===== config.mk =====
export PLATFORM = sky130hd
export DESIGN_NAME = dlca_link_cfg
export DESIGN_NICKNAME = d
export VERILOG_FILES = /design/src/hw/dlca_link_cfg.v /design/src/hw/dlca_table_mem.v
export VERILOG_INCLUDE_DIRS = /design/src /design/src/hw
export SDC_FILE = /design/constraint.sdc
export NUM_CORES = 2
export LEC_CHECK = 0
export BUFFER_PORTS_ARGS = -buffer_cell sky130_fd_sc_hd__buf_2
export CAP_MARGIN = 10
export CORE_MARGIN = 2
export CORE_UTILIZATION = 40
export CTS_CLUSTER_SIZE = 8
export DETAILED_ROUTE_END_ITERATION = 12
export PLACE_DENSITY_LB_ADDON = 0.05
export SLEW_MARGIN = 20
export SYNTH_ARGS = -nofsm -noshare
export SYNTH_HDL_FRONTEND = slang
export SYNTH_HIERARCHICAL = 1
export SYNTH_SLANG_ARGS = --single-unit

===== constraint.sdc =====
create_clock -name clk_i -period 15.9 [get_ports clk_i]
set_input_delay 2.385 -clock clk_i [delete_from_list [all_inputs] [get_ports clk_i]]
set_output_delay 2.385 -clock clk_i [all_outputs]
set_load 0.02 [all_outputs]

===== src/hw/dlca_regs.vh =====
// Constants for the data link configuration and allocation block.
// Included by dlca_link_cfg by bare name; definitions only.
`ifndef DLCA_REGS_VH
`define DLCA_REGS_VH

// ----------------------------------------------------------------
// Link parameter control word fields
// ----------------------------------------------------------------
`define DLCA_PRM_START_BIT 0
`define DLCA_PRM_MODE_LSB 4
`define DLCA_PRM_MODE_MSB 5
`define DLCA_PRM_SIZE_LSB 6
`define DLCA_PRM_SIZE_MSB 7
`define DLCA_PRM_RESET 16'h0000

// Link mode codes (bit 5, bit 4)
`define DLCA_MODE_MANUAL 2'h0
`define DLCA_MODE_CIO 2'h1
`define DLCA_MODE_DM 2'h2
`define DLCA_MODE_BOTH 2'h3

// ----------------------------------------------------------------
// Automatic shared areas
// ----------------------------------------------------------------
`define DLCA_AUTO_CIO_BASE 15'h03e8
`define DLCA_AUTO_CIO_WORDS 15'h0040
`define DLCA_AUTO_DM_BASE 15'h0000
`define DLCA_AUTO_DM_WORDS 15'h0080
`define DLCA_AUTO_CIO_SHIFT0 3'h2
`define DLCA_AUTO_DM_SHIFT0 3'h3
`define DLCA_AUTO_NODES0 7'h10
`define DLCA_LEGACY_RELAY_WORDS 15'h0040

// ----------------------------------------------------------------
// Manual area limits
// ----------------------------------------------------------------
`define DLCA_MAN_CIO_LAST 15'h17ff
`define DLCA_MAN_DM_LAST 15'h7fff
`define DLCA_MAN_SIZE_MAX 8'hfe
`define DLCA_MAX_NODES 7'h3e

// Table entry layout: present, cio start, cio size, dm start, dm size
`define DLCA_ENT_W 45
`define DLCA_ENT_PRES 44
`define DLCA_ENT_CST_MSB 43
`define DLCA_ENT_CST_LSB 31
`define DLCA_ENT_CSZ_MSB 30
`define DLCA_ENT_CSZ_LSB 23
`define DLCA_ENT_DST_MSB 22
`define DLCA_ENT_DST_LSB 8
`define DLCA_ENT_DSZ_MSB 7
`define DLCA_ENT_DSZ_LSB 0

`endif


===== src/hw/dlca_link_cfg.v =====
// Data link configuration, mode decode and word ownership lookup.
// Assumes synchronous inputs, one clock, and a host that loads the
// parameter word and manual tables through the ports below.
//
// How it works
// - Node address comes from the front rotary switches, caught after reset.
// - Bits 5:4 select manual, core I/O only, data memory only, or both.
// - Bits 7:6 select 4/8, 8/16, 16/32 or 32/64 words per node.
// - Automatic mode uses fixed shared ranges, node 1 first from the base.
// - Automatic node count is 16, 8, 4 or 2 by block size.
// - Every automatic node gets the same number of words.
// - Manual entries carry separate sizes and starts anywhere in both areas.
// - Manual tables cover any subset of nodes 1 to 62.
// - Mode and layout come from the startup node's parameter word.
// - Links stay inactive while mode, tables or sizes are invalid.
// - Links run when the start bit is high, also if high at power-up.
// - Clearing the start bit halts the links.
// - Start bit is bit 0 of the link parameter control word.
// - Link areas must be contiguous; gaps between areas are rejected.
// - Manual tables are kept in the local table store as backup.
// - Older nodes' relay words 0-63 map to core I/O 1000-1063.
`timescale 1ns/1ps
`include "dlca_regs.vh"
module dlca_link_cfg #(
  parameter NODES = 62,
  parameter NAW = 6
) (
  input wire clk_i,
  input wire srst_i,
  input wire [NAW-1:0] node_sw_i,
  input wire startup_node_i,
  input wire [15:0] remote_param_i,
  input wire param_wr_i,
  input wire [15:0] param_wdata_i,
  output reg [15:0] param_rdata_o,
  input wire tbl_wr_i,
  input wire [NAW-1:0] tbl_node_i,
  input wire [44:0] tbl_wdata_i,
  input wire acc_req_i,
  input wire acc_area_i,
  input wire acc_legacy_i,
  input wire [14:0] acc_addr_i,
  input wire [NAW-1:0] acc_src_i,
  output reg acc_busy_o,
  output reg acc_done_o,
  output reg acc_hit_o,
  output reg acc_ok_o,
  output reg [NAW-1:0] acc_owner_o,
  output reg [NAW-1:0] node_addr_o,
  output reg [6:0] node_count_o,
  output reg cfg_err_o,
  output reg link_active_o
);
  localparam S_IDLE = 2'h0;
  localparam S_VAL = 2'h1;
  localparam S_LOOK = 2'h2;

  reg [1:0] state_r;
  reg [15:0] param_r;
  reg caught_r;
  reg dirty_r;
  reg man_ok_r;
  reg [NAW-1:0] idx_r;
  reg [NAW-1:0] idx_d_r;
  reg vld_d_r;
  reg scan_bad_r;
  reg loc_seen_r;
  reg cio_any_r;
  reg dm_any_r;
  reg [14:0] cio_next_r;
  reg [14:0] dm_next_r;
  reg pend_r;
  reg area_r;
  reg [14:0] addr_r;
  reg [NAW-1:0] src_r;
  reg legacy_bad_r;
  reg found_r;
  reg [NAW-1:0] found_node_r;
  wire [44:0] ent;
  wire [NAW-1:0] wr_idx;

  // ----------------------------------------------------------------
  // Effective configuration
  // ----------------------------------------------------------------
  wire [15:0] eff_param = startup_node_i ? param_r : remote_param_i;
  wire [1:0] mode = eff_param[`DLCA_PRM_MODE_MSB:`DLCA_PRM_MODE_LSB];
  wire [1:0] sel = eff_param[`DLCA_PRM_SIZE_MSB:`DLCA_PRM_SIZE_LSB];
  wire start_bit = eff_param[`DLCA_PRM_START_BIT];
  wire manual = (mode == `DLCA_MODE_MANUAL);
  wire use_cio = mode[0];
  wire use_dm = mode[1];
  wire [2:0] cio_sh = `DLCA_AUTO_CIO_SHIFT0 + {1'b0, sel};
  wire [2:0] dm_sh = `DLCA_AUTO_DM_SHIFT0 + {1'b0, sel};
  wire [6:0] auto_nodes = `DLCA_AUTO_NODES0 >> sel;
  wire node_ok = (node_addr_o != {NAW{1'b0}}) &&
    ({1'b0, node_addr_o} <= `DLCA_MAX_NODES);
  wire auto_ok = !manual && node_ok &&
    ({1'b0, node_addr_o} <= auto_nodes);
  wire cfg_ok = caught_r && (manual ? (man_ok_r && !dirty_r &&
    state_r != S_VAL && node_ok) : auto_ok);

  // Legacy relay words shift into the shared core I/O range
  wire legacy_bad = acc_legacy_i && !acc_area_i &&
    (acc_addr_i >= `DLCA_LEGACY_RELAY_WORDS);
  wire [14:0] req_addr = (acc_legacy_i && !acc_area_i) ?
    (acc_addr_i + `DLCA_AUTO_CIO_BASE) : acc_addr_i;

  // ----------------------------------------------------------------
  // Automatic ownership: equal blocks, node 1 at the base
  // ----------------------------------------------------------------
  wire [14:0] a_base = area_r ? `DLCA_AUTO_DM_BASE : `DLCA_AUTO_CIO_BASE;
  wire [14:0] a_words = area_r ? `DLCA_AUTO_DM_WORDS : `DLCA_AUTO_CIO_WORDS;
  wire [14:0] a_off = addr_r - a_base;
  wire [14:0] a_blk = a_off >> (area_r ? dm_sh : cio_sh);
  wire a_in = (addr_r >= a_base) && (a_off < a_words) &&
    (area_r ? use_dm : use_cio);
  wire [NAW-1:0] a_owner = a_blk[NAW-1:0] + {{(NAW-1){1'b0}}, 1'b1};

  // ----------------------------------------------------------------
  // Manual entry fields as read from the table store
  // ----------------------------------------------------------------
  wire e_pres = ent[`DLCA_ENT_PRES];
  wire [14:0] e_cst = {2'h0, ent[`DLCA_ENT_CST_MSB:`DLCA_ENT_CST_LSB]};
  wire [14:0] e_csz = {7'h00, ent[`DLCA_ENT_CSZ_MSB:`DLCA_ENT_CSZ_LSB]};
  wire [14:0] e_dst = ent[`DLCA_ENT_DST_MSB:`DLCA_ENT_DST_LSB];
  wire [14:0] e_dsz = {7'h00, ent[`DLCA_ENT_DSZ_MSB:`DLCA_ENT_DSZ_LSB]};
  wire [15:0] e_cend = {1'b0, e_cst} + {1'b0, e_csz};
  wire [15:0] e_dend = {1'b0, e_dst} + {1'b0, e_dsz};
  wire [NAW-1:0] e_node = idx_d_r + {{(NAW-1){1'b0}}, 1'b1};
  // Size limit and area end; start anywhere inside each area
  wire e_range_bad = (e_csz[7:0] > `DLCA_MAN_SIZE_MAX) ||
    (e_dsz[7:0] > `DLCA_MAN_SIZE_MAX) ||
    (e_cend > {1'b0, `DLCA_MAN_CIO_LAST} + 16'h0001) ||
    (e_dend > {1'b0, `DLCA_MAN_DM_LAST} + 16'h0001);
  // Each present entry with a nonzero size must start where the previous sized one ended
  wire e_gap = (cio_any_r && e_csz != 15'h0000 && e_cst != cio_next_r) ||
    (dm_any_r && e_dsz != 15'h0000 && e_dst != dm_next_r);
  wire e_hit = e_pres && (area_r ?
    (addr_r >= e_dst && {1'b0, addr_r} < e_dend) :
    (addr_r >= e_cst && {1'b0, addr_r} < e_cend));
  wire scan_last = vld_d_r && ({1'b0, idx_d_r} == NODES[6:0] - 7'h01);
  wire scanning = (state_r == S_VAL) || (state_r == S_LOOK);
  assign wr_idx = tbl_node_i - {{(NAW-1){1'b0}}, 1'b1};

  // ----------------------------------------------------------------
  // Table store, also the backup copy of the manual tables
  // ----------------------------------------------------------------
  dlca_table_mem #(
    .WIDTH(`DLCA_ENT_W),
    .DEPTH(NODES),
    .AW(NAW)
  ) u_tbl (
    .clk_i(clk_i),
    .wr_en_i(tbl_wr_i && tbl_node_i != {NAW{1'b0}} &&
      {1'b0, tbl_node_i} <= NODES[6:0]),
    .wr_addr_i(wr_idx),
    .wr_data_i(tbl_wdata_i),
    .rd_addr_i(idx_r),
    .rd_data_o(ent)
  );

  // ----------------------------------------------------------------
  // Parameter word, node address capture, link run control
  // ----------------------------------------------------------------
  always @(posedge clk_i) begin
    if (srst_i) begin
      param_r <= `DLCA_PRM_RESET;
      caught_r <= 1'b0;
      node_addr_o <= {NAW{1'b0}};
      link_active_o <= 1'b0;
      cfg_err_o <= 1'b0;
      node_count_o <= 7'h00;
      param_rdata_o <= `DLCA_PRM_RESET;
    end else begin
      if (param_wr_i) begin
        param_r <= param_wdata_i;
      end
      // Switches are read once after reset; changes need a restart
      if (!caught_r) begin
        node_addr_o <= node_sw_i;
        caught_r <= 1'b1;
      end
      // Level run: a bit already high at power-up also starts
      link_active_o <= start_bit && cfg_ok;
      cfg_err_o <= caught_r && !cfg_ok;
      node_count_o <= manual ? 7'h00 : auto_nodes;
      param_rdata_o <= param_r;
    end
  end

  // ----------------------------------------------------------------
  // Scan engine: table validation and manual ownership lookup
  // ----------------------------------------------------------------
  always @(posedge clk_i) begin
    if (srst_i) begin
      state_r <= S_IDLE;
      dirty_r <= 1'b1;
      man_ok_r <= 1'b0;
      idx_r <= {NAW{1'b0}};
      idx_d_r <= {NAW{1'b0}};
      vld_d_r <= 1'b0;
      scan_bad_r <= 1'b0;
      loc_seen_r <= 1'b0;
      cio_any_r <= 1'b0;
      dm_any_r <= 1'b0;
      cio_next_r <= 15'h0000;
      dm_next_r <= 15'h0000;
      pend_r <= 1'b0;
      area_r <= 1'b0;
      addr_r <= 15'h0000;
      src_r <= {NAW{1'b0}};
      legacy_bad_r <= 1'b0;
      found_r <= 1'b0;
      found_node_r <= {NAW{1'b0}};
      acc_busy_o <= 1'b0;
      acc_done_o <= 1'b0;
      acc_hit_o <= 1'b0;
      acc_ok_o <= 1'b0;
      acc_owner_o <= {NAW{1'b0}};
    end else begin
      acc_done_o <= 1'b0;
      // A table write during a scan marks it stale again; set wins
      if (tbl_wr_i) begin
        dirty_r <= 1'b1;
      end
      // One query held at a time; others refused while busy
      if (acc_req_i && !pend_r) begin
        pend_r <= 1'b1;
        area_r <= acc_area_i;
        addr_r <= req_addr;
        src_r <= acc_src_i;
        legacy_bad_r <= legacy_bad;
      end
      acc_busy_o <= pend_r || (acc_req_i && !pend_r);
      vld_d_r <= scanning && !scan_last;
      idx_d_r <= idx_r;
      if (scanning && !scan_last) begin
        idx_r <= idx_r + {{(NAW-1){1'b0}}, 1'b1};
      end
      case (state_r)
        S_IDLE: begin
          idx_r <= {NAW{1'b0}};
          vld_d_r <= 1'b0;
          if (dirty_r && !tbl_wr_i) begin
            dirty_r <= 1'b0;
            scan_bad_r <= 1'b0;
            loc_seen_r <= 1'b0;
            cio_any_r <= 1'b0;
            dm_any_r <= 1'b0;
            state_r <= S_VAL;
          end else if (pend_r && (!manual || legacy_bad_r)) begin
            // Automatic answer: one cycle, no table access
            pend_r <= 1'b0;
            acc_done_o <= 1'b1;
            acc_hit_o <= a_in && !legacy_bad_r && !manual;
            acc_owner_o <= a_in ? a_owner : {NAW{1'b0}};
            acc_ok_o <= link_active_o && a_in && !legacy_bad_r &&
              !manual && a_owner == src_r;
          end else if (pend_r) begin
            found_r <= 1'b0;
            state_r <= S_LOOK;
          end
        end
        S_VAL: begin
          if (vld_d_r && e_pres) begin
            if (e_range_bad || e_gap) begin
              scan_bad_r <= 1'b1;
            end
            if (e_node == node_addr_o) begin
              loc_seen_r <= 1'b1;
            end
            if (e_csz != 15'h0000) begin
              cio_any_r <= 1'b1;
              cio_next_r <= e_cend[14:0];
            end
            if (e_dsz != 15'h0000) begin
              dm_any_r <= 1'b1;
              dm_next_r <= e_dend[14:0];
            end
          end
          if (scan_last) begin
            man_ok_r <= !scan_bad_r && !(vld_d_r && e_pres &&
              (e_range_bad || e_gap)) && (loc_seen_r ||
              (e_pres && e_node == node_addr_o));
            state_r <= S_IDLE;
          end
        end
        S_LOOK: begin
          // First matching node in order owns the word
          if (vld_d_r && e_hit && !found_r) begin
            found_r <= 1'b1;
            found_node_r <= e_node;
          end
          if (scan_last) begin
            pend_r <= 1'b0;
            acc_done_o <= 1'b1;
            acc_hit_o <= found_r || e_hit;
            acc_owner_o <= found_r ? found_node_r :
              (e_hit ? e_node : {NAW{1'b0}});
            acc_ok_o <= link_active_o && ((found_r &&
              found_node_r == src_r) || (!found_r && e_hit &&
              e_node == src_r));
            state_r <= S_IDLE;
          end
        end
        default: begin
          state_r <= S_IDLE;
        end
      endcase
    end
  end
endmodule // dlca_link_cfg


===== src/hw/dlca_table_mem.v =====
// Manual link table store, one entry per network node.
// Assumes one clock; read data come from a register one edge later.
`timescale 1ns/1ps
module dlca_table_mem #(
  parameter WIDTH = 45,
  parameter DEPTH = 62,
  parameter AW = 6
) (
  input wire clk_i,
  input wire wr_en_i,
  input wire [AW-1:0] wr_addr_i,
  input wire [WIDTH-1:0] wr_data_i,
  input wire [AW-1:0] rd_addr_i,
  output reg [WIDTH-1:0] rd_data_o
);
  // ----------------------------------------------------------------
  // Storage
  // ----------------------------------------------------------------
  reg [WIDTH-1:0] mem_r [0:DEPTH-1];
  integer i;

  // No reset on the array; contents start cleared, then host writes
  initial begin
    for (i = 0; i < DEPTH; i = i + 1) begin
      mem_r[i] = {WIDTH{1'b0}};
    end
  end

  // Write port and registered read port
  always @(posedge clk_i) begin
    if (wr_en_i) begin
      mem_r[wr_addr_i] <= wr_data_i;
    end
    rd_data_o <= mem_r[rd_addr_i];
  end
endmodule // dlca_table_mem


# [Word level (Yosys, flattened, before mapping)]
# Memory sizes are Yosys's and may differ from the RTL's. A register that Yosys moved wholly into a read port is not among the register bits.
# Index checks and enable logic that the tools add are counted.
[word_totals] n_memories=1 register_bits=140 output_inout_bits=41 mem_bits_rw=2790 elab_cells=232
[classes] eq_ne=25 n_reduce_logical=88 order_cmp=14 shift=2 n_mux=61 add_sub_neg=10
[memory_table] memory="u_tbl.mem_r" depth=62 width=45 rd=1 rd_ports_with_merged_regs=1 write_ports=1 line="dlca_table_mem.v:19" rtl="reg [WIDTH-1:0] mem_r [0:DEPTH-1];"
[ops] operator="$logic_and 1x1->1" count=44
[ops] operator="$mux 6" count=6
[ops] operator="$mux 1" count=35
[ops] operator="$reduce_bool 15->1" count=2
[ops] operator="$eq 6x6->1" count=4
[ops] operator="$reduce_and 4->1" count=5
[ops] operator="$add 6x1->6 const B" count=3
[ops] operator="$pmux 1 s2" count=9
[ops] operator="$add 15x8->16" count=1
[ops] operator="$gt 16x16->1 const B" count=1
[ops] operator="$gt 8x8->1 const B" count=2
[ops] operator="$lt 15x16->1" count=1
[ops] operator="$mux 8" count=2
[ops] operator="$ne 2x1->1 const B" count=8
[ops] operator="$add 15x10->15 const B" count=1
[ops] operator="$ge 15x10->1" count=1
[ops] operator="$ge 15x13->1" count=1
[ops] operator="$ge 15x15->1" count=1
[ops] operator="$ge 15x7->1 const B" count=1
[ops] operator="$lt 15x14->1" count=1
[ops] operator="$lt 15x8->1" count=1
[ops] operator="$mux 15" count=1
[ops] operator="$ne 13x15->1" count=1
[ops] operator="$ne 15x15->1" count=1
[ops] operator="28 further kinds" count=67

# [Depth between registers and ports, before layout]
[logic_depth] word_depth=12 depth_mapped=20 mapped_depth_nobuf=20

# [Cells and area by module]
# The synthesis kept the hierarchy.
[modules_own_cells] mod="dlca_table_mem" seq_area_each_um2=84681.2 n_inst=1 cells_each=4926 area_each_um2=108565.4
[modules_own_cells] mod="dlca_link_cfg" seq_area_each_um2=2722.6 n_inst=1 cells_each=1131 area_each_um2=9316.4

# [Worst setup path before layout]
# No wires, ideal clock.
[synth_timing] path_kind="input port to flip-flop" from="in tbl_node_i[0]" to="mem u_tbl.mem_r[32][0] (enable)" required_time_ps=15397 t_arrival_ps=6687 n_path_buf=0 slack_ps=8710 cell_stages=7 cell_sequence="inv_1 -> ha_1 -> o41ai_1 -> a31oi_1 -> nand3b_1 -> or3_1 -> nor3_1"
[synth_via] elab_chain_len=5
[synth_rtl] item="start: declaration" line="dlca_link_cfg.v:37" rtl="input wire [NAW-1:0] tbl_node_i,"
[synth_rtl] item="branches (longest 5 deep; another with $le 6x6->1)"
[synth_rtl] item="end: declaration" line="dlca_table_mem.v:19"
# Parallel ways; which one is timed is not known.

# [Worst setup path in the final report]
[layout_timing] from="in tbl_node_i[0]" to="mem u_tbl.mem_r[5][5] (enable)"
[layout_rtl] item="$sub 6x1->6" line="dlca_link_cfg.v:143" rtl="assign wr_idx = tbl_node_i - {{(NAW-1){1'b0}}, 1'b1};"
[layout_rtl] item="named net wr_idx[0]" line="dlca_link_cfg.v:80" rtl="wire [NAW-1:0] wr_idx;"
# The timed path passes the listed nets, and every way through them passes these cells.

==> metrics.txt <==
worst vdd ir 0.109 mV; port bufs 144; EDFF count, synth 2790; htree depth 5; worst skew pair latency 950 ps; Worst-Margin Slew 1340 ps; period utilization 0.383; dominant cell by count in the synthesized netlist edfxtp_1; Inserted Clock Buffers 410; hold path start scan_bad_r; total grt overflow 0; clock-pin slew on the worst setup and hold paths 50 ps; die width 547 um; initial core utilization 0.402; top cells by area, synth edfxtp_1, mux4_2, dfxtp_1; M1 WL 154 mm; cell taking the most area after synthesis edfxtp_1; reg-to-reg slack, setup 10420 ps; synth cell count leaders edfxtp_1, mux4_2, nand2_1; row count 199; first-pass GRT wire length 505 mm; final setup fails 0; clock root buffer clkbuf_16; drt pass-1 iters 6; final hold vios 0; Total Power 17.3 mW; Final Slew Violations 0; Via density 5.77; Post-CTS Hold Buffers 0; Residual DRC 0; run status completed; synthesis-to-finish area growth 14.6%; RR Endpoint u_tbl/rd_data_o[21]; Max FO, Critical Path 24; Cell Chain, Critical Path buf_2 > inv_1 > ha_1 > xor2_1 > nand3_1 > nor2_4 > buf_4; Post-CTS Setup Bufs 0; worst hold margin 453 ps; post-synthesis async set-or-reset flop share 0; unrepaired setup endpoints after global routing no; # clock sinks 2971; Max Clk Rate 164 MHz; Ys Warns 6; crit path DAT 6630 ps; RR Startpoint idx_r[0]; post-layout min period 6090 ps; mapped cell area 118000 sq um; met2 WL post-DR 180 mm; Avg Inst Size Synth 19.5 sq um; CTS tree yes; number of DRC markers in iteration 0 5564; Synth Register Bits 2971; top cell type's share of synthesized area 0.711; drt total wl 362 mm; crit-path max cell delay 1130 ps; CP Capture Type register; setup TNS 0 ps; uppermost layer routed met5; Startpoint Class input port; vias in the first global route 62600; cts repair resizes 0; leak pwr 42.7 nW; met3 WL 19.0 mm; GPL Wtd Cong 0.799; Hold Path Sink scan_bad_r; cells on worst reg2reg path 8; post-DP HPWL 211 mm; Main synth FF type edfxtp_1; synth unique cells 86; Core Area 294000 sq um; GRT Total Usage 0.241; Critical Path RT 16440 ps; Cell Pwr Density 128 nW/um^2; layout cell share with drive strength beyond 1 0.239; Via Count 61200; Relative slew margins 0.109; max cap viols 0; hold path depth 2; Crit Path Category in -> reg; Layout Utilization 0.460; Cells after Synth 6057; ANT nets after route 0; initial antenna violation count 27; Ports 159; worst hold path class reg -> reg; CTS Buffer Depth 4; dpl cell area 124000 sq um; die area 299000 sq um; Worst Skew 53.2 ps; pin count of the biggest net entering global routing 90; final net count 6718; sequential fraction of the synthesis area 0.741; wire per inst 34.1 um; post-route cell area 135000 sq um; Chip Height 547 um; Critical-path top delay cell nor2_4
-- per-stage QoR --
step                      instances  setup slack (ps)
after floorplan                6059              8710
after global placement         9999              8810
after detailed placement      10000              8800
after CTS                     10600              9790
after global routing          10600              9590
final                         10600              9810
-- routing by layer --
metal | vias to the layer above | track usage
met5 | - | 0
met4 | 12 | 0.0602
met3 | 493 | 0.0360
met2 | 1751 | 0.405
met1 | 33400 | 0.328
li1 | 25500 | -
-- logic make-up (layout without fill, tap and decap cells) --
| kind of cell | Yosys count | in the layout | share of synthesized area |
|---|---|---|---|
| compound gates | 588 | 588 | 0.0334 |
| xor+xnor | 109 | 109 | 0.00816 |
| fa+ha+maj | 100 | 100 | 0.0107 |
| buf+inv | 407 | 1017 | 0.0204 |
| flops | 2971 | 2971 | 0.741 |
| mux | 934 | 934 | 0.149 |
| other cells | 1 | 20 | 0.0000318 |
| simple gates | 947 | 947 | 0.0368 |
-- state kept, by name, indices dropped and copies added, names as in the netlist, 2 cells and up --
| signal | count |
|---|---|
| found_node_r | 6 |
| node_addr_o | 6 |
| state_r | 2 |
| u_tbl/mem_r | 2790 |
| src_r | 6 |
| idx_d_r | 6 |
| dm_next_r | 15 |
| param_rdata_o | 16 |
| acc_owner_o | 6 |
| cio_next_r | 14 |
| idx_r | 6 |
| addr_r | 15 |
| u_tbl/rd_data_o | 45 |
| param_r | 16 |
| node_count_o | 4 |
-- how the worst max path moves through the flow --
stage                             start                 end
after floorplan           tbl_node_i[0]  u_tbl/mem_r[32][0]
after global placement    tbl_node_i[0]   u_tbl/mem_r[5][5]
after CTS                 tbl_node_i[0]  u_tbl/mem_r[5][11]
after detailed placement  tbl_node_i[0]  u_tbl/mem_r[5][33]
final                     tbl_node_i[0]   u_tbl/mem_r[5][5]
after global routing      tbl_node_i[0]  u_tbl/mem_r[5][11]
-- critical path, delay by kind of cell --
| kind | cells | cell delay, ps |
|---|---|---|
| buffers and inverters | 3 | 1170 |
| AND/OR/NAND/NOR | 2 | 1940 |
| XOR/XNOR | 1 | 790 |
| adder cells (fa/ha/maj) | 1 | 280 |
-- power breakdown --
part / switching (mW) / total [mW] / internal (mW) / leakage (nW)
clock network: 3.22 / 7.91 / 4.69 / 5.45
logic: 0.451 / 0.708 / 0.258 / 10.6
registers: 0.0536 / 8.72 / 8.66 / 26.6
-- cell type report --
| cell class | count | area (sq um) |
|---|---|---|
| Antenna cell | 17 | 42.5 |
| Clock buffer | 556 | 10900 |
| Clock inverter | 25 | 434 |
| Fill cell | 24800 | 158000 |
| Inverter | 94 | 370 |
| Multi-Input combinational cell | 2681 | 28600 |
| Sequential cell | 2971 | 87400 |
| Tap cell | 3919 | 4900 |
| Timing Repair Buffer | 342 | 2460 |
-- cells in the final DEF, fill, tap and decap left out, types with 51 or more instances in the layout --
cell       synthesis  final
a211oi_1          64     62
a21oi_1          152    152
buf_2             88    111
buf_4             44    218
clkbuf_1         105    142
clkbuf_16          0    413
dfxtp_1          181    175
edfxtp_1        2790   2790
ha_1              98     98
inv_1             91     90
mux2_2            61     61
mux2i_1          222    221
mux4_2           641    641
nand2_1          340    339
nand3_1          122    122
nor2_1           241    180
nor2_4             0     60
nor2b_1           53     51
o21ai_0           81     81
o22ai_1           58     58
xnor2_1           55     55
xor2_1            53     53
Power figures use the tool's default switching activity.
